File: src/comm_otp_fault_map.svh
`ifndef COMM_OTP_FAULT_MAP_SVH
`define COMM_OTP_FAULT_MAP_SVH

// ------------------------------------------------------------
// register indices, byte address is four times the index
// ------------------------------------------------------------
`define IDX_HOST_UART      14'h0530
`define IDX_DAISY_PORT     14'h0531
`define IDX_STACK_LINK     14'h0532
`define IDX_CONFIG_LOAD    14'h0535
`define IDX_SUMMARY        14'h052D
`define IDX_CLEAR_CMD      14'h0332
`define IDX_LINK_CTRL      14'h0400
`define IDX_COMM_MASK      14'h0401

// ------------------------------------------------------------
// field positions
// ------------------------------------------------------------
`define HU_RESP_TX         4
`define HU_RESP_RX         3
`define HU_CMD_RX          2
`define HU_LINK_CLEAR      1
`define HU_STOP            0
`define SL_STACK_FAULT     3
`define SL_TONE            2
`define SL_HB_MISSING      1
`define SL_HEARTBEAT_TOO_FAST         0
`define CL_DOUBLE          6
`define CL_SINGLE          5
`define CL_USER_CRC        4
`define CL_FACTORY_SPACE_CHECKSUM_ERROR        3
`define CL_USER_LOAD       2
`define CL_FACT_LOAD       1
`define CL_OVERVOLT        0
`define CC_CRC             6
`define CC_DATA            5
`define CC_STACK           4
`define CC_TONE            3
`define CC_HB              2
`define CC_PORT            1
`define CC_UART            0
`define SUM_COMM           4

// ------------------------------------------------------------
// reset values
// ------------------------------------------------------------
`define RST_FLAGS          8'h00
`define RST_DIR_SEL        1'b0
`define RST_MASK           5'h00

// ------------------------------------------------------------
// heartbeat timing, ns and clock
// ------------------------------------------------------------
`define CLK_NS             20
`define HB_MIN_NS          100000
`define HB_MAX_NS          2000000
`define HB_MIN_CYC         ((`HB_MIN_NS + `CLK_NS - 1) / `CLK_NS)
`define HB_MAX_CYC         (`HB_MAX_NS / `CLK_NS)

`endif

File: src/comm_otp_fault_pkg.sv
package comm_otp_fault_pkg;

    typedef enum logic [1:0] {
        MODE_SHUTDOWN,
        MODE_SLEEP,
        MODE_ACTIVE
    } power_mode_e;

    typedef struct packed {
        logic resp_tx_fault;
        logic resp_rx_fault;
        logic cmd_rx_fault;
        logic uart_clear;
        logic sleep_wake_ping;
        logic wake_pulse;
        logic unexpected_stop;
    } host_events_s;

    typedef struct packed {
        logic tx_fault;
        logic resp_rx_fault;
        logic cmd_rx_fault;
        logic bit_fault;
    } port_events_s;

    typedef struct packed {
        logic heartbeat;
        logic alarm_tone;
    } supervision_s;

    typedef struct packed {
        logic any_programmed;
        logic page_format_error;
        logic program_attempted;
        logic program_succeeded;
        logic page_load_error;
    } page_status_s;

    typedef struct packed {
        logic         load_done;
        logic         double_bit;
        logic         single_bit;
        logic         user_crc_fail;
        logic         factory_space_checksum_error_fail;
        page_status_s user_page;
        page_status_s fact_page;
        logic         any_page_ov;
        logic         program_done;
    } load_result_s;

endpackage

File: src/comm_otp_fault_status.sv
// Notes on behaviour
// response transmit uart fault sets flag
// response receive uart fault sets flag
// command receive uart fault sets flag
// clear signal, ping or wake sets flag
// unexpected stop or active ping sets flag
// upstream fault status bits set flag
// late heartbeat sets missing flag
// early heartbeat sets too-fast flag
// direction bit picks lower or upper port
// early alarm tone sets too-fast flag
// double-bit load error sets flag
// single-bit corrected error sets flag
// user space checksum failure sets flag
// factory space checksum failure sets flag
// user page load problems set flag
// factory page load problems set flag
// any page overvoltage sets global flag
// data clear leaves load flags alone
// new programming re-evaluates overvoltage flag
// host distrusts data while load flags set
// checksum clear bit clears checksum flags
// data clear bit clears bit-error flags
// port clear bit zeroes port faults
// unmasked comm flags drive summary bit
// port register bit order lower then upper
// flags sticky until clear or reset
`timescale 1ns/1ps
`include "comm_otp_fault_map.svh"

module comm_otp_fault_status #(
    parameter int unsigned HB_MIN = `HB_MIN_CYC,
    parameter int unsigned HB_MAX = `HB_MAX_CYC
) (
    input  wire logic                              clock,
    input  wire logic                              resetn,
    input  wire logic                              awvalid,
    output wire logic                              awready,
    input  wire logic [15:0]                       awaddr,
    input  wire logic                              wvalid,
    output wire logic                              wready,
    input  wire logic [31:0]                       wdata,
    input  wire logic [3:0]                        wstrb,
    output wire logic                              bvalid,
    input  wire logic                              bready,
    output wire logic [1:0]                        bresp,
    input  wire logic                              arvalid,
    output wire logic                              arready,
    input  wire logic [15:0]                       araddr,
    output wire logic                              rvalid,
    input  wire logic                              rready,
    output wire logic [31:0]                       rdata,
    output wire logic [1:0]                        rresp,
    input  wire comm_otp_fault_pkg::power_mode_e   power_mode,
    input  wire comm_otp_fault_pkg::host_events_s  host_ev,
    input  wire comm_otp_fault_pkg::port_events_s  lower_ev,
    input  wire comm_otp_fault_pkg::port_events_s  upper_ev,
    input  wire logic                              frame_rx_done,
    input  wire logic                              frame_fault_bits,
    input  wire comm_otp_fault_pkg::supervision_s  lower_sup,
    input  wire comm_otp_fault_pkg::supervision_s  upper_sup,
    input  wire comm_otp_fault_pkg::load_result_s  load_res,
    input  wire logic                              hardware_reset_request,
    output wire logic                              comm_fault_summary
);
    import comm_otp_fault_pkg::*;

    // ------------------------------------------------------------
    // helpers
    // ------------------------------------------------------------
    function automatic logic [13:0] index_of(input logic [15:0] a);
        index_of = a[15:2];
    endfunction

    function automatic logic is_mapped(input logic [15:0] a);
        logic [13:0] i;
        i = a[15:2];
        is_mapped = (a[1:0] == 2'h0) &&
            (i == `IDX_HOST_UART || i == `IDX_DAISY_PORT ||
             i == `IDX_STACK_LINK || i == `IDX_CONFIG_LOAD ||
             i == `IDX_SUMMARY || i == `IDX_CLEAR_CMD ||
             i == `IDX_LINK_CTRL || i == `IDX_COMM_MASK);
    endfunction

    function automatic logic page_bad(input page_status_s p);
        page_bad = !p.any_programmed || p.page_format_error ||
            (p.program_attempted && !p.program_succeeded) ||
            p.page_load_error;
    endfunction

    // ------------------------------------------------------------
    // axi4-lite slave
    // ------------------------------------------------------------
    logic        aw_q, w_q, bvalid_q, rvalid_q;
    logic [15:0] awaddr_q;
    logic [31:0] wdata_q, rdata_q;
    logic [3:0]  wstrb_q;
    logic [1:0]  bresp_q, rresp_q;

    wire aw_fire = awvalid && awready;
    wire w_fire  = wvalid && wready;
    wire ar_fire = arvalid && arready;
    wire wr_go   = aw_q && w_q && !bvalid_q;
    wire [13:0] wr_idx = index_of(awaddr_q);
    wire wr_ok   = is_mapped(awaddr_q);
    wire wr_lane = wr_go && wr_ok && wstrb_q[0];
    wire [7:0] clr_cmd = (wr_lane && wr_idx == `IDX_CLEAR_CMD) ?
                         wdata_q[7:0] : 8'h00;
    wire wr_ctrl = wr_lane && wr_idx == `IDX_LINK_CTRL;
    wire wr_mask = wr_lane && wr_idx == `IDX_COMM_MASK;

    assign awready = !aw_q && !bvalid_q;
    assign wready  = !w_q && !bvalid_q;
    assign arready = !rvalid_q;
    assign bvalid  = bvalid_q;
    assign bresp   = bresp_q;
    assign rvalid  = rvalid_q;
    assign rdata   = rdata_q;
    assign rresp   = rresp_q;

    always_ff @(posedge clock or negedge resetn) begin
        if (!resetn) begin
            aw_q     <= 1'b0;
            w_q      <= 1'b0;
            awaddr_q <= 16'h0000;
            wdata_q  <= 32'h00000000;
            wstrb_q  <= 4'h0;
        end else begin
            if (aw_fire) begin
                aw_q     <= 1'b1;
                awaddr_q <= awaddr;
            end else if (wr_go) begin
                aw_q <= 1'b0;
            end
            if (w_fire) begin
                w_q     <= 1'b1;
                wdata_q <= wdata;
                wstrb_q <= wstrb;
            end else if (wr_go) begin
                w_q <= 1'b0;
            end
        end
    end

    always_ff @(posedge clock or negedge resetn) begin
        if (!resetn) begin
            bvalid_q <= 1'b0;
            bresp_q  <= 2'h0;
        end else if (wr_go) begin
            bvalid_q <= 1'b1;
            bresp_q  <= wr_ok ? 2'h0 : 2'h2;
        end else if (bready) begin
            bvalid_q <= 1'b0;
        end
    end

    // ------------------------------------------------------------
    // control and flag registers
    // ------------------------------------------------------------
    logic       dir_sel_q;
    logic [4:0] mask_q;
    logic [4:0] host_q;
    logic [7:0] port_q;
    logic [3:0] stack_q;
    logic [6:0] load_q;

    always_ff @(posedge clock or negedge resetn) begin
        if (!resetn) begin
            dir_sel_q <= `RST_DIR_SEL;
            mask_q    <= `RST_MASK;
        end else begin
            if (wr_ctrl)
                dir_sel_q <= wdata_q[0];
            if (wr_mask)
                mask_q <= wdata_q[4:0];
        end
    end

    // port selection
    wire supervision_s sup = dir_sel_q ? upper_sup : lower_sup;

    // heartbeat supervision counter
    logic [20:0] hb_cnt_q;
    logic        hb_armed_q;
    wire hb_late  = hb_cnt_q == 21'(HB_MAX - 1) && !sup.heartbeat;
    wire hb_early = hb_armed_q && hb_cnt_q < 21'(HB_MIN);

    always_ff @(posedge clock or negedge resetn) begin
        if (!resetn) begin
            hb_cnt_q   <= 21'h000000;
            hb_armed_q <= 1'b0;
        end else if (wr_ctrl) begin
            hb_cnt_q   <= 21'h000000;
            hb_armed_q <= 1'b0;
        end else if (sup.heartbeat) begin
            hb_cnt_q   <= 21'h000000;
            hb_armed_q <= 1'b1;
        end else if (hb_cnt_q < 21'(HB_MAX)) begin
            hb_cnt_q <= hb_cnt_q + 21'h000001;
        end
    end

    // clear detection sources
    wire link_clear_seen = host_ev.uart_clear ||
        (host_ev.sleep_wake_ping &&
         (power_mode == MODE_ACTIVE || power_mode == MODE_SLEEP)) ||
        (host_ev.wake_pulse && power_mode == MODE_ACTIVE);
    // stop detection sources
    wire unexpected_stop_seen = host_ev.unexpected_stop ||
        (host_ev.sleep_wake_ping && power_mode == MODE_ACTIVE);

    // host uart events
    wire [4:0] host_set = {host_ev.resp_tx_fault, host_ev.resp_rx_fault,
                           host_ev.cmd_rx_fault, link_clear_seen,
                           unexpected_stop_seen};
    // lower port in the upper nibble
    wire [7:0] port_set = {lower_ev, upper_ev};
    // stack link events
    wire [3:0] stack_set = {frame_rx_done && frame_fault_bits,
                            sup.alarm_tone, hb_late,
                            sup.heartbeat && hb_early ||
                            sup.alarm_tone && hb_early};
    wire [3:0] stack_clr = {clr_cmd[`CC_STACK], clr_cmd[`CC_TONE],
                            clr_cmd[`CC_HB], clr_cmd[`CC_HB]};

    // sticky, set wins over clear
    always_ff @(posedge clock or negedge resetn) begin
        if (!resetn) begin
            host_q  <= 5'h00;
            port_q  <= `RST_FLAGS;
            stack_q <= 4'h0;
        end else begin
            host_q  <= host_set | (host_q & {5{!clr_cmd[`CC_UART]}});
            // port clear
            port_q  <= port_set | (port_q & {8{!clr_cmd[`CC_PORT]}});
            stack_q <= stack_set | (stack_q & ~stack_clr);
        end
    end

    // load result flags
    wire [3:0] data_set = load_res.load_done ?
        {load_res.double_bit, load_res.single_bit,
         load_res.user_crc_fail, load_res.factory_space_checksum_error_fail} : 4'h0;
    // separate checksum and data clears
    wire [3:0] data_clr = {clr_cmd[`CC_DATA], clr_cmd[`CC_DATA],
                           clr_cmd[`CC_CRC], clr_cmd[`CC_CRC]};
    // page load checks
    wire [1:0] ld_set = load_res.load_done ?
        {page_bad(load_res.user_page), page_bad(load_res.fact_page)} :
        2'h0;

    always_ff @(posedge clock or negedge resetn) begin
        if (!resetn) begin
            load_q <= 7'h00;
        end else begin
            load_q[6:3] <= data_set | (load_q[6:3] & ~data_clr);
            // only a device or hardware reset re-evaluates
            if (hardware_reset_request)
                load_q[2:1] <= 2'h0;
            else
                load_q[2:1] <= ld_set | load_q[2:1];
            // overvoltage evaluated on load or programming
            if (hardware_reset_request)
                load_q[0] <= 1'b0;
            else if (load_res.program_done)
                load_q[0] <= load_res.any_page_ov;
            else if (load_res.load_done && load_res.any_page_ov)
                load_q[0] <= 1'b1;
        end
    end

    // summary of unmasked communication groups
    wire summary = (!mask_q[0] && |host_q) || (!mask_q[1] && |port_q) ||
        (!mask_q[2] && |stack_q[1:0]) ||
        (!mask_q[3] && stack_q[`SL_TONE]) ||
        (!mask_q[4] && stack_q[`SL_STACK_FAULT]);
    assign comm_fault_summary = summary;

    // ------------------------------------------------------------
    // read path, reads leave every flag untouched
    // ------------------------------------------------------------
    wire [13:0] rd_idx = index_of(araddr);
    wire [7:0] rd_byte =
        rd_idx == `IDX_HOST_UART   ? {3'h0, host_q}     :
        rd_idx == `IDX_DAISY_PORT  ? port_q             :
        rd_idx == `IDX_STACK_LINK  ? {4'h0, stack_q}    :
        rd_idx == `IDX_CONFIG_LOAD ? {1'b0, load_q}     :
        rd_idx == `IDX_SUMMARY     ? {3'h0, summary, 4'h0} :
        rd_idx == `IDX_LINK_CTRL   ? {7'h00, dir_sel_q} :
        rd_idx == `IDX_COMM_MASK   ? {3'h0, mask_q}     : 8'h00;

    always_ff @(posedge clock or negedge resetn) begin
        if (!resetn) begin
            rvalid_q <= 1'b0;
            rdata_q  <= 32'h00000000;
            rresp_q  <= 2'h0;
        end else if (ar_fire) begin
            rvalid_q <= 1'b1;
            rdata_q  <= is_mapped(araddr) ? {24'h000000, rd_byte} :
                        32'h00000000;
            rresp_q  <= is_mapped(araddr) ? 2'h0 : 2'h2;
        end else if (rready) begin
            rvalid_q <= 1'b0;
        end
    end
endmodule

File: config.mk
export PLATFORM = sky130hd
export DESIGN_NAME = comm_otp_fault_status
export DESIGN_NICKNAME = d
export VERILOG_FILES = /design/src/comm_otp_fault_pkg.sv /design/src/comm_otp_fault_status.sv
export VERILOG_INCLUDE_DIRS = /design/src
export SDC_FILE = /design/constraint.sdc
export NUM_CORES = 1
export LEC_CHECK = 0
export ABC_CLOCK_PERIOD_IN_PS = 1950
export BUFFER_PORTS_ARGS = -buffer_cell sky130_fd_sc_hd__buf_2
export CELL_PAD_IN_SITES_DETAIL_PLACEMENT = 1
export CELL_PAD_IN_SITES_GLOBAL_PLACEMENT = 1
export CORE_MARGIN = 10
export CORE_UTILIZATION = 34
export DETAILED_ROUTE_END_ITERATION = 12
export GPL_TIMING_DRIVEN = 0
export PLACE_DENSITY_LB_ADDON = 0.1
export SLEW_MARGIN = 40
export SYNTH_ARGS = -nofsm -noshare
export SYNTH_HDL_FRONTEND = slang
export SYNTH_SLANG_ARGS = --single-unit
File: constraint.sdc
create_clock -name clock -period 1.95 [get_ports clock]
set_input_delay 0 -clock clock [delete_from_list [all_inputs] [get_ports clock]]
set_output_delay 0 -clock clock [all_outputs]
set_load 0.02 [all_outputs]
==> run_summary.xml, run 1 <==
<?xml version="1.0" encoding="UTF-8"?>
<metrics>
  <group name="power">
    <metric name="p_comb_share" unit="%">20.7</metric>
    <metric name="p_int" unit="mW">3.99</metric>
    <metric name="worst_ir_drop_vdd" unit="V">0.000540</metric>
    <metric name="seq_power_share" unit="%">44.0</metric>
    <metric name="power_density_cells" unit="mW/mm²">834</metric>
    <metric name="switching_share" unit="%">28.4</metric>
    <metric name="clockPowerShare" unit="%">35.4</metric>
    <metric name="power.total" unit="mW">5.58</metric>
    <metric name="p_leak" unit="nW">2.89</metric>
    <metric name="net_switching_power" unit="mW">1.58</metric>
  </group>
  <group name="sta">
    <metric name="timing.max_slew.rel_slack" unit="%">51.4</metric>
    <metric name="worstMarginPinSlew" unit="ns">0.726</metric>
    <metric name="min_period" unit="ns">2.06</metric>
    <metric name="worst_slack" unit="ns">-0.109</metric>
    <metric name="max_slew_violation_count" unit="">0</metric>
    <metric name="rsz_0062_raised_after_global_routing" unit="">true</metric>
    <metric name="max_clock_freq" unit="MHz">486</metric>
    <metric name="final_min_period_over_clock_period" unit="%">106</metric>
    <metric name="fin_worst_skew" unit="ns">0.0103</metric>
    <metric name="final_hold_viol_count" unit="">0</metric>
    <metric name="report.final.setup_viol" unit="">5</metric>
  </group>
  <group name="floorplan">
    <metric name="core-area" unit="mm²">0.0133</metric>
    <metric name="die_w" unit="µm">137</metric>
    <metric name="floorplan.initialDensity" unit="%">34.9</metric>
    <metric name="std_cell_rows" unit="">42</metric>
    <metric name="top_level_ports" unit="">158</metric>
    <metric name="die_area" unit="mm²">0.0188</metric>
    <metric name="die_h" unit="µm">137</metric>
  </group>
  <group name="yosys">
    <metric name="yosysTopAreaCellShare" unit="%">48.4</metric>
    <metric name="yosysWarnings" unit="">0</metric>
    <metric name="synth_ff_type" unit="">sky130_fd_sc_hd__dfrtp_1</metric>
    <metric name="number_of_synthesized_flops_with_an_enable_pin" unit="">0</metric>
    <metric name="syn_area_per_cell" unit="µm²">10.3</metric>
    <metric name="ys_seq_area_share" unit="%">48.4</metric>
    <metric name="synth-seq-cells" unit="">90</metric>
    <metric name="syn-cell-area" unit="mm²">0.00465</metric>
    <metric name="synthesis.instances" unit="">452</metric>
    <metric name="synthTopCellsByArea" unit="">sky130_fd_sc_hd__dfrtp_1 (48%), sky130_fd_sc_hd__mux2_2 (7.0%), sky130_fd_sc_hd__buf_4 (4.2%)</metric>
    <metric name="number_of_library_cell_types_mapped_by_synthesis" unit="">62</metric>
    <metric name="synthArstFlopShare" unit="%">100</metric>
    <metric name="yosysTopAreaCell" unit="">sky130_fd_sc_hd__dfrtp_1</metric>
  </group>
  <group name="finish">
    <metric name="post_route_cells_drive_above_1_share" unit="%">33.7</metric>
    <metric name="area_taken_by_multi_input_logic_gates" unit="mm²">0.00232</metric>
    <metric name="area_growth" unit="%">43.8</metric>
    <metric name="final_core_util" unit="%">50.1</metric>
    <metric name="final-seq-area" unit="mm²">0.00226</metric>
    <metric name="final_cells" unit="">844</metric>
    <metric name="finalNetCount" unit="">781</metric>
    <metric name="diodes" unit="">0</metric>
    <metric name="fillCellCount" unit="">1544</metric>
    <metric name="design_area" unit="mm²">0.00669</metric>
  </group>
  <group name="detailed_routing">
    <metric name="postRouteWirelength" unit="µm">14600</metric>
    <metric name="initialDrtViolationCount" unit="">203</metric>
    <metric name="ant_nets" unit="">0</metric>
    <metric name="routed_wire_length_per_instance" unit="µm">17.3</metric>
    <metric name="average_vias_per_placed_instance" unit="">4.94</metric>
    <metric name="drt_first_pass_iters" unit="">5</metric>
    <metric name="dr_total_vias" unit="">4166</metric>
    <metric name="drc" unit="">0</metric>
  </group>
  <group name="run_status">
    <metric name="status" unit="">finished, violations left</metric>
    <metric name="failed_checks" unit="">setup timing</metric>
  </group>
  <group name="worst_setup_path">
    <metric name="cp.arrival" unit="ns">2.33</metric>
    <metric name="timing.critical_path.from_type" unit="">flip-flop</metric>
    <metric name="path_max_fanout" unit="">6</metric>
    <metric name="worst_setup_path_end_kind" unit="">flip-flop</metric>
    <metric name="worst_ep_required_time" unit="ns">2.22</metric>
    <metric name="criticalPathCategory" unit="">flip-flop to flip-flop</metric>
  </group>
  <group name="cts">
    <metric name="tritoncts.num_buffers" unit="">9</metric>
    <metric name="cts.htree.levels" unit="">3</metric>
    <metric name="clk_pin_slew_worst_setup_hold_paths" unit="ns">0.07</metric>
    <metric name="clk_latency" unit="ns">0.35</metric>
    <metric name="cts_tree" unit="">built</metric>
    <metric name="clk_path_buf_depth" unit="">2</metric>
    <metric name="cts_root_buf" unit="">sky130_fd_sc_hd__clkbuf_16</metric>
    <metric name="clkSinkCount" unit="">90</metric>
  </group>
  <group name="placement">
    <metric name="place_area" unit="mm²">0.00554</metric>
    <metric name="place.port_buffers" unit="">103</metric>
    <metric name="hpwl" unit="µm">10800</metric>
    <metric name="placed_cells" unit="">757</metric>
    <metric name="place.gp.congestion" unit="">0.802</metric>
  </group>
  <group name="global_routing">
    <metric name="grt_antenna_before_repair" unit="">0</metric>
    <metric name="grt_start_max_net_pins" unit="">49</metric>
    <metric name="first_pass_grt_wire_length" unit="µm">23600</metric>
    <metric name="grt_pass1_vias" unit="">4600</metric>
    <metric name="grt_usage" unit="%">15.8</metric>
    <metric name="grt_overflow" unit="">0</metric>
  </group>
  <group name="worst_hold_path">
    <metric name="hp-class" unit="">input pin to flip-flop</metric>
  </group>
  <group name="job">
    <metric name="cap_violations" unit="">0</metric>
  </group>
</metrics>
## placed cells by master (no fill, tap or decap), types with 6 or more instances in the layout
cell type,instances
sky130_fd_sc_hd__buf_2,102
sky130_fd_sc_hd__xnor2_1,10
sky130_fd_sc_hd__a21oi_1,16
sky130_fd_sc_hd__nor4_1,8
sky130_fd_sc_hd__nand3_1,11
sky130_fd_sc_hd__nor2_1,38
sky130_fd_sc_hd__o21ai_1,7
sky130_fd_sc_hd__nand2_1,30
sky130_fd_sc_hd__dfrtp_1,84
sky130_fd_sc_hd__dfrtp_2,6
sky130_fd_sc_hd__inv_1,15
sky130_fd_sc_hd__conb_1,26
sky130_fd_sc_hd__o21ai_0,9
sky130_fd_sc_hd__nor3_1,12
sky130_fd_sc_hd__dlygate4sd3_1,61
sky130_fd_sc_hd__buf_4,40
sky130_fd_sc_hd__mux2_2,29
sky130_fd_sc_hd__clkbuf_16,9
sky130_fd_sc_hd__a21o_1,11
sky130_fd_sc_hd__a22o_1,6
sky130_fd_sc_hd__nand2b_1,9
## registers in the layout (all words and copies together) (netlist names), 4 cells and up
register  cells
awaddr_q     16
hb_cnt_q     21
host_q        5
load_q        7
mask_q        5
port_q        8
rdata         8
stack_q       4
wdata_q       7
## synthesized netlist by cell type, drive strengths merged (5+ instances only)
cell and n:
nor4bb 5, nor3 13, a22o 6, nor4 13, mux2 33, nor2 41, dfrtp 90, xnor2 10
a21oi 17, nor4b 6, inv 15, a21o 11, nand3 13, or3 5, nand2b 10, nand2 32
nand3b 5, buf 27, nand4 5, o21ai 17, and4 5, clkbuf 10
## stage by stage
stage          hold WS, ns  worst slack, ns  setup TNS (ns)
2_1_floorplan       -0.296          -0.0675         -0.0675
3_3_place_gp         0.175           -0.338           -9.84
3_5_place_dp       -0.0402           -0.393           -9.06
4_1_cts             0.0159          -0.0741         -0.0741
5_1_grt             0.0691           -0.134          -0.736
6_report            0.0336           -0.109          -0.171
## cell type report
| type | instances | area share [%] |
|---|---|---|
| tap | 176 | 3.29 |
| inverter | 15 | 0.842 |
| clock inverter | 6 | 1.44 |
| multi-input combinational | 335 | 34.8 |
| buffer | 34 | 3.52 |
| sequential | 90 | 33.8 |
| clock buffer | 10 | 3.57 |
| timing repair buffer | 178 | 18.8 |
## critical path, stage by stage (launching register included)
cell	delay (ns)
sky130_fd_sc_hd__dfrtp_1	0.42
sky130_fd_sc_hd__nor4_4	0.40
sky130_fd_sc_hd__o21ai_2	0.12
sky130_fd_sc_hd__or4_4	0.48
sky130_fd_sc_hd__or4_1	0.42
sky130_fd_sc_hd__a21oi_1	0.15
## metal layers
layer / vias up / wire length [µm] / GRT usage [%]
li1: 2019 / - / -
met4: 0 / 153 / 4.10
met3: 11 / 889 / 4.62
met1: 2032 / 6210 / 18.8
met5: - / 0 / 0
met2: 104 / 7340 / 27.3
## power by group through the flow
stage	sequential, mW	combinational [mW]	clock, mW
after global placement	2.43	0.968	0
after global routing	2.50	1.27	2.09
after CTS	2.43	1.13	2.02
after detailed placement	2.46	1.01	0
final	2.45	1.15	1.97
after floorplan	2.39	0.701	0
## kinds of logic (layout without fill, tap and decap cells)
group	count (synthesis)	count (layout)	share of synthesized area, %
buffers and inverters	52	243	6.32
adder cells (fa/ha/maj)	2	2	0.538
other	1	26	0.0806
AO/OA/AOI/OAI	86	86	12.7
flip-flops	90	90	48.4
multiplexers	36	36	8.63
AND/OR/NAND/NOR	174	174	21.2
XOR/XNOR	11	11	2.07
## what timing repair did
action | CTS | global route
buffers inserted | 6 | 8
endpoints found under the setup margin | 44 | 41
hold endpoints to repair | 141 | 0
gates resized for setup | 16 | 18
hold buffers | 61 | 0
pin swaps | 7 | 3
## worst paths after layout
| check | end | depth (start not counted) | from | slack, ns |
|---|---|---|---|---|
| worst max-delay path | hb_cnt_q[13] | 5 | hb_cnt_q[20] | -0.11 |
| worst min-delay path | rdata[4] | 4 | araddr[8] | 0.03 |
| worst max register to register | hb_cnt_q[13] | 5 | hb_cnt_q[20] | -0.11 |
| worst min register to register | rdata[1] | 2 | rdata[1] | 0.48 |
| max in group asynchronous | bvalid | 3 | resetn | 1.20 |
| min in group asynchronous | host_q[0] | 2 | resetn | 0.15 |
Note: power is estimated with default switching activity, not from simulation.
==> run 2, diff against run 1 <==
==> constraint.sdc (replaced) <==
create_clock -name clock -period 1.95 [get_ports clock]
set_input_delay 0 -clock clock [delete_from_list [all_inputs] [get_ports clock]]
set_output_delay 0 -clock clock [all_outputs]
set_load 0.01 [all_outputs]
==> run_summary.xml, run 2 (synthesized netlist as in run 1, its figures left out) <==
<?xml version="1.0" encoding="UTF-8"?>
<metrics>
  <group name="run_status">
    <metric name="status" unit="">finished, violations left</metric>
    <metric name="failed_checks" unit="">setup timing</metric>
  </group>
  <group name="power">
    <metric name="power_density_cells" unit="mW/mm²">778</metric>
    <metric name="worst_ir_drop_vdd" unit="V">0.000623</metric>
    <metric name="p_leak" unit="nW">2.88</metric>
  </group>
  <group name="cts">
    <metric name="tritoncts.num_buffers" unit="">9</metric>
    <metric name="clk_latency" unit="ns">0.35</metric>
    <metric name="cts_tree" unit="">built</metric>
    <metric name="cts_root_buf" unit="">sky130_fd_sc_hd__clkbuf_16</metric>
    <metric name="cts.htree.levels" unit="">3</metric>
    <metric name="clkSinkCount" unit="">90</metric>
    <metric name="clk_pin_slew_worst_setup_hold_paths" unit="ns">0.07</metric>
    <metric name="clk_path_buf_depth" unit="">2</metric>
  </group>
  <group name="sta">
    <metric name="setup_total_negative_slack" unit="ns">-0.168</metric>
    <metric name="timing.max_slew.rel_slack" unit="%">54.2</metric>
    <metric name="report.final.setup_viol" unit="">2</metric>
    <metric name="fin_worst_skew" unit="ns">0.00680</metric>
    <metric name="max_slew_violation_count" unit="">0</metric>
    <metric name="rsz_0062_raised_after_global_routing" unit="">true</metric>
    <metric name="final_hold_viol_count" unit="">0</metric>
    <metric name="max_clock_freq" unit="MHz">479</metric>
    <metric name="min_period" unit="ns">2.09</metric>
    <metric name="worst_slack" unit="ns">-0.139</metric>
    <metric name="final_min_period_over_clock_period" unit="%">107</metric>
    <metric name="worstMarginPinSlew" unit="ns">0.684</metric>
  </group>
  <group name="finish">
    <metric name="biggestRegsByFlops" unit="">hb_cnt_q: 21 flops, awaddr_q: 16 flops</metric>
    <metric name="design_area" unit="mm²">0.00675</metric>
    <metric name="fillCellCount" unit="">1511</metric>
    <metric name="post_route_cells_drive_above_1_share" unit="%">35.2</metric>
    <metric name="area_growth" unit="%">45.0</metric>
    <metric name="finalNetCount" unit="">783</metric>
    <metric name="largest_register_ffs" unit="">21</metric>
    <metric name="layout_common_cells" unit="">sky130_fd_sc_hd__buf_2 (102), sky130_fd_sc_hd__dfrtp_1 (85), sky130_fd_sc_hd__dlygate4sd3_1 (60)</metric>
    <metric name="mostFrequentLayoutCell" unit="">sky130_fd_sc_hd__buf_2</metric>
    <metric name="diodes" unit="">0</metric>
    <metric name="final_cells" unit="">846</metric>
    <metric name="register_with_the_highest_flop_count" unit="">hb_cnt_q</metric>
  </group>
  <group name="floorplan">
    <metric name="die_area" unit="mm²">0.0188</metric>
    <metric name="die_h" unit="µm">137</metric>
    <metric name="core-area" unit="mm²">0.0133</metric>
    <metric name="top_level_ports" unit="">158</metric>
    <metric name="die_w" unit="µm">137</metric>
    <metric name="floorplan.initialDensity" unit="%">34.9</metric>
    <metric name="std_cell_rows" unit="">42</metric>
  </group>
  <group name="worst_setup_path">
    <metric name="cp_cell_sequence" unit="">and3_4 -&gt; nand3_4 -&gt; or4_4 -&gt; or4_4 -&gt; a21oi_2</metric>
    <metric name="worst_r2r_path_depth" unit="">5</metric>
    <metric name="reg2reg_setup_slack" unit="ns">-0.14</metric>
    <metric name="cp_common_cell" unit="">sky130_fd_sc_hd__or4_4</metric>
    <metric name="crit_path_max_incr_delay" unit="ns">0.59</metric>
    <metric name="worst_setup_path_end_kind" unit="">flip-flop</metric>
    <metric name="cp.arrival" unit="ns">2.36</metric>
    <metric name="crit-reg2reg-capture" unit="">hb_cnt_q[13]</metric>
    <metric name="path_max_fanout" unit="">6</metric>
    <metric name="regToRegStartpoint" unit="">hb_cnt_q[2]</metric>
    <metric name="worst_ep_required_time" unit="ns">2.22</metric>
    <metric name="criticalPathCategory" unit="">flip-flop to flip-flop</metric>
    <metric name="worst_path_max_delay_cell" unit="">sky130_fd_sc_hd__or4_4</metric>
    <metric name="timing.critical_path.from_type" unit="">flip-flop</metric>
  </group>
  <group name="detailed_routing">
    <metric name="initialDrtViolationCount" unit="">148</metric>
    <metric name="routed_wire_length_per_instance" unit="µm">17.8</metric>
    <metric name="drt_first_pass_iters" unit="">4</metric>
    <metric name="ant_nets" unit="">0</metric>
    <metric name="average_vias_per_placed_instance" unit="">4.95</metric>
    <metric name="dr_total_vias" unit="">4187</metric>
    <metric name="drc" unit="">0</metric>
    <metric name="postRouteWirelength" unit="µm">15000</metric>
  </group>
  <group name="placement">
    <metric name="placed_cells" unit="">757</metric>
    <metric name="place.gp.congestion" unit="">0.803</metric>
    <metric name="place_ws" unit="ns">-0.468</metric>
    <metric name="place.port_buffers" unit="">103</metric>
    <metric name="place_area" unit="mm²">0.00553</metric>
    <metric name="hpwl" unit="µm">10800</metric>
  </group>
  <group name="worst_hold_path">
    <metric name="hold_depth" unit="">5</metric>
    <metric name="min_to" unit="">load_q[1]</metric>
    <metric name="hp-class" unit="">input pin to flip-flop</metric>
    <metric name="holdCritStartpoint" unit="">load_res[2]</metric>
  </group>
  <group name="global_routing">
    <metric name="grt_usage" unit="%">15.9</metric>
    <metric name="grt_overflow" unit="">0</metric>
    <metric name="first_pass_grt_wire_length" unit="µm">23800</metric>
    <metric name="grt_start_max_net_pins" unit="">57</metric>
    <metric name="grt_antenna_before_repair" unit="">0</metric>
    <metric name="grt_pass1_vias" unit="">4592</metric>
  </group>
  <group name="job">
    <metric name="cap_violations" unit="">0</metric>
  </group>
</metrics>
==> run 2: worst max-delay path by stage <==
stage / from / slack (ns) / to / cells past startpoint
after floorplan: hb_cnt_q[14] / -0.07 / hb_cnt_q[13] / 6
after global placement: bvalid / -0.39 / hb_cnt_q[0] / 7
after detailed placement: bvalid / -0.47 / hb_cnt_q[13] / 7
after CTS: hb_cnt_q[20] / -0.12 / hb_cnt_q[13] / 5
after global routing: hb_cnt_q[2] / -0.19 / hb_cnt_q[13] / 5
final: hb_cnt_q[2] / -0.14 / hb_cnt_q[13] / 5
==> run 2: cell type report <==
type                       count  area (µm²)  share of cell area [%]
inverter                      15        56.3                   0.835
clock inverter                 7        60.1                   0.890
multi-input combinational    335        2410                    35.8
tap                          176         220                    3.26
clock buffer                   9         225                    3.34
sequential                    90        2260                    33.5
buffer                        34         235                    3.49
timing repair buffer         180        1280                    18.9
==> run 2: critical path: cells and delay by family (launching register included) <==
kind | cells | cell delay, ns
AND/OR/NAND/NOR | 4 | 1.43
flip-flops | 1 | 0.40
AO/OA/AOI/OAI | 1 | 0.17
==> run 2: per-layer routing <==
layer	global-route usage, %	routed length, µm	vias to the layer above	share of wire [%]
met5	0	0	-	0
met4	4.98	210	0	1.4
met3	4.18	962	17	6.4
met2	27.2	7720	94	51
met1	19.0	6150	2050	41
li1	-	-	2026	-
==> run 2: where the power goes <==
group	internal [mW]	switching, mW	total [mW]	leakage [nW]
sequential	2.17	0.296	2.46	1.06
clock	0.889	0.803	1.69	0.136
combinational	0.627	0.464	1.09	1.68
==> run 2: through the flow <==
step / hold slack [ns] / util (%) / power (mW)
global route: 0.0441 / 50.5 / 5.55
detailed placement: -0.0723 / 41.5 / 3.42
CTS: 0.00544 / 49.3 / 5.25
global placement: 0.177 / 41.2 / 3.34
floorplan: -0.296 / - / 3.03
finish: 0.0116 / 50.5 / 5.25
==> run 2: timing repair <==
item	CTS	global route
buffers inserted	7	10
hold buffers	60	0
gates cloned	0	0
setup endpoints to repair	55	52
gates resized for setup	28	24
pin swaps	5	14
endpoints found under the hold margin	141	0
==> run 3, diff against run 2 <==
==> constraint.sdc (replaced) <==
create_clock -name clock -period 1.95 [get_ports clock]
set_input_delay 0.0975 -clock clock [delete_from_list [all_inputs] [get_ports clock]]
set_output_delay 0.0975 -clock clock [all_outputs]
set_load 0.01 [all_outputs]
==> run_summary.xml, run 3 (synthesized netlist as in run 1, its figures left out) <==
<?xml version="1.0" encoding="UTF-8"?>
<metrics>
  <group name="run_status">
    <metric name="status" unit="">finished, violations left</metric>
    <metric name="failed_checks" unit="">setup timing</metric>
  </group>
  <group name="worst_setup_path">
    <metric name="regToRegStartpoint" unit="">hb_cnt_q[2]</metric>
    <metric name="worst_path_max_delay_cell" unit="">sky130_fd_sc_hd__or4_4</metric>
    <metric name="worst_r2r_path_depth" unit="">5</metric>
    <metric name="criticalPathCategory" unit="">flip-flop to flip-flop</metric>
    <metric name="cp.arrival" unit="ns">2.36</metric>
    <metric name="worst_setup_path_end_kind" unit="">flip-flop</metric>
    <metric name="timing.critical_path.from_type" unit="">flip-flop</metric>
    <metric name="path_max_fanout" unit="">6</metric>
    <metric name="cp_cell_sequence" unit="">and3_4 -&gt; nand3_4 -&gt; or4_4 -&gt; or4_4 -&gt; a21oi_2</metric>
    <metric name="reg2reg_setup_slack" unit="ns">-0.14</metric>
    <metric name="worst_ep_required_time" unit="ns">2.22</metric>
    <metric name="startpoint" unit="">hb_cnt_q[2]</metric>
    <metric name="cp_common_cell" unit="">sky130_fd_sc_hd__or4_4</metric>
    <metric name="crit-reg2reg-capture" unit="">hb_cnt_q[13]</metric>
    <metric name="crit_path_max_incr_delay" unit="ns">0.59</metric>
  </group>
  <group name="finish">
    <metric name="largest_register_ffs" unit="">21</metric>
    <metric name="final_cells" unit="">837</metric>
    <metric name="area_growth" unit="%">43.2</metric>
    <metric name="layout_common_cells" unit="">sky130_fd_sc_hd__buf_2 (101), sky130_fd_sc_hd__dfrtp_1 (82), sky130_fd_sc_hd__dlygate4sd3_1 (49)</metric>
    <metric name="mostFrequentLayoutCell" unit="">sky130_fd_sc_hd__buf_2</metric>
    <metric name="final_core_util" unit="%">49.9</metric>
    <metric name="register_with_the_highest_flop_count" unit="">hb_cnt_q</metric>
    <metric name="finalNetCount" unit="">774</metric>
    <metric name="diodes" unit="">0</metric>
    <metric name="post_route_cells_drive_above_1_share" unit="%">36.5</metric>
    <metric name="biggestRegsByFlops" unit="">hb_cnt_q: 21 flops, awaddr_q: 16 flops</metric>
  </group>
  <group name="floorplan">
    <metric name="floorplan.initialDensity" unit="%">34.9</metric>
    <metric name="top_level_ports" unit="">158</metric>
    <metric name="die_w" unit="µm">137</metric>
    <metric name="die_area" unit="mm²">0.0188</metric>
    <metric name="std_cell_rows" unit="">42</metric>
    <metric name="die_h" unit="µm">137</metric>
    <metric name="core-area" unit="mm²">0.0133</metric>
  </group>
  <group name="placement">
    <metric name="place_ws" unit="ns">-0.468</metric>
    <metric name="placed_cells" unit="">757</metric>
    <metric name="place.gp.congestion" unit="">0.803</metric>
    <metric name="place.port_buffers" unit="">103</metric>
    <metric name="hpwl" unit="µm">10800</metric>
  </group>
  <group name="detailed_routing">
    <metric name="average_vias_per_placed_instance" unit="">4.97</metric>
    <metric name="routed_wire_length_per_instance" unit="µm">17.8</metric>
    <metric name="dr_total_vias" unit="">4161</metric>
    <metric name="drt_first_pass_iters" unit="">4</metric>
    <metric name="initialDrtViolationCount" unit="">165</metric>
    <metric name="drc" unit="">0</metric>
    <metric name="postRouteWirelength" unit="µm">14900</metric>
    <metric name="ant_nets" unit="">0</metric>
  </group>
  <group name="cts">
    <metric name="cts_tree" unit="">built</metric>
    <metric name="cts_root_buf" unit="">sky130_fd_sc_hd__clkbuf_16</metric>
    <metric name="clk_latency" unit="ns">0.35</metric>
    <metric name="clkSinkCount" unit="">90</metric>
    <metric name="clk_pin_slew_worst_setup_hold_paths" unit="ns">0.07</metric>
    <metric name="clk_path_buf_depth" unit="">2</metric>
    <metric name="cts.htree.levels" unit="">3</metric>
    <metric name="tritoncts.num_buffers" unit="">9</metric>
  </group>
  <group name="worst_hold_path">
    <metric name="hp-class" unit="">input pin to flip-flop</metric>
    <metric name="hold_depth" unit="">3</metric>
    <metric name="holdCritStartpoint" unit="">awvalid</metric>
    <metric name="min_to" unit="">aw_q</metric>
  </group>
  <group name="global_routing">
    <metric name="first_pass_grt_wire_length" unit="µm">23400</metric>
    <metric name="grt_overflow" unit="">0</metric>
    <metric name="grt_usage" unit="%">15.7</metric>
    <metric name="grt_start_max_net_pins" unit="">57</metric>
    <metric name="grt_pass1_vias" unit="">4519</metric>
    <metric name="grt_antenna_before_repair" unit="">0</metric>
  </group>
  <group name="sta">
    <metric name="rsz_0062_raised_after_global_routing" unit="">true</metric>
    <metric name="min_period" unit="ns">2.09</metric>
    <metric name="final_min_period_over_clock_period" unit="%">107</metric>
    <metric name="max_clock_freq" unit="MHz">479</metric>
    <metric name="worst_slack" unit="ns">-0.139</metric>
    <metric name="fin_worst_skew" unit="ns">0.00776</metric>
    <metric name="fin_hold_ws" unit="ns">0.0130</metric>
    <metric name="timing.max_slew.rel_slack" unit="%">54.2</metric>
    <metric name="worstMarginPinSlew" unit="ns">0.685</metric>
    <metric name="max_slew_violation_count" unit="">0</metric>
    <metric name="report.final.setup_viol" unit="">2</metric>
    <metric name="final_hold_viol_count" unit="">0</metric>
  </group>
  <group name="power">
    <metric name="power.total" unit="mW">5.23</metric>
    <metric name="power_density_cells" unit="mW/mm²">786</metric>
    <metric name="p_leak" unit="nW">2.84</metric>
    <metric name="worst_ir_drop_vdd" unit="V">0.000622</metric>
  </group>
  <group name="job">
    <metric name="cap_violations" unit="">0</metric>
  </group>
</metrics>
-- run 3: changes by cell type in the layout (fill, tap and decap cells not counted), sizes merged --
cell / delta
dlygate4sd3: -11
buf: +2
-- run 3: repair_timing --
item | 4_1_cts | 5_1_grt
hold buffers | 49 | 0
resized for setup | 31 | 25
pin swaps | 5 | 16
setup endpoints to repair | 55 | 52
setup buffers | 7 | 12
endpoints found under the hold margin | 81 | 0
-- run 3: worst max-delay path by stage --
stage / to / cells past startpoint / slack [ns]
after floorplan: hb_cnt_q[13] / 6 / -0.07
after global placement: hb_cnt_q[0] / 7 / -0.39
after detailed placement: hb_cnt_q[13] / 7 / -0.47
after CTS: hb_cnt_q[13] / 5 / -0.12
after global routing: hb_cnt_q[13] / 5 / -0.19
final: hb_cnt_q[13] / 5 / -0.14
-- run 3: through the flow --
stage               setup TNS [ns]  area, µm²
floorplan                  -0.0681       4760
finish                      -0.169       6660
global route                -0.692       6660
global placement            -21.69       5490
detailed placement          -14.41       5530
CTS                         -0.177       6480
-- run 3: per-layer routing --
| layer | part of all wire, % | global-route usage, % | vias to the layer above |
|---|---|---|---|
| li1 | - | - | 2005 |
| met2 | 51 | 26.7 | 92 |
| met5 | 0 | 0 | - |
| met1 | 41 | 18.8 | 2048 |
| met4 | 1.4 | 4.98 | 0 |
| met3 | 6.4 | 4.22 | 16 |
-- run 3: power breakdown --
group / switching [mW] / internal, mW / leakage, nW
combinational: 0.460 / 0.611 / 1.64
sequential: 0.296 / 2.17 / 1.06
clock: 0.809 / 0.889 / 0.136
total: 1.56 / 3.67 / 2.84
-- run 3: layout make-up --
type | count | area [µm²]
Fill cell | 1517 | 6690
Multi-Input combinational cell | 335 | 2410
Sequential cell | 90 | 2260
Timing Repair Buffer | 171 | 1190
Buffer | 34 | 235
Clock buffer | 9 | 225
Tap cell | 176 | 220
Clock inverter | 7 | 60.1
Inverter | 15 | 56.3
-- run 3: worst max-delay path: cells and delay by family (launching register included) --
family             cells  cell delay (ns)
and+or+nand+nor        4             1.43
DFF                    1             0.40
AOI/OAI and AO/OA      1             0.17
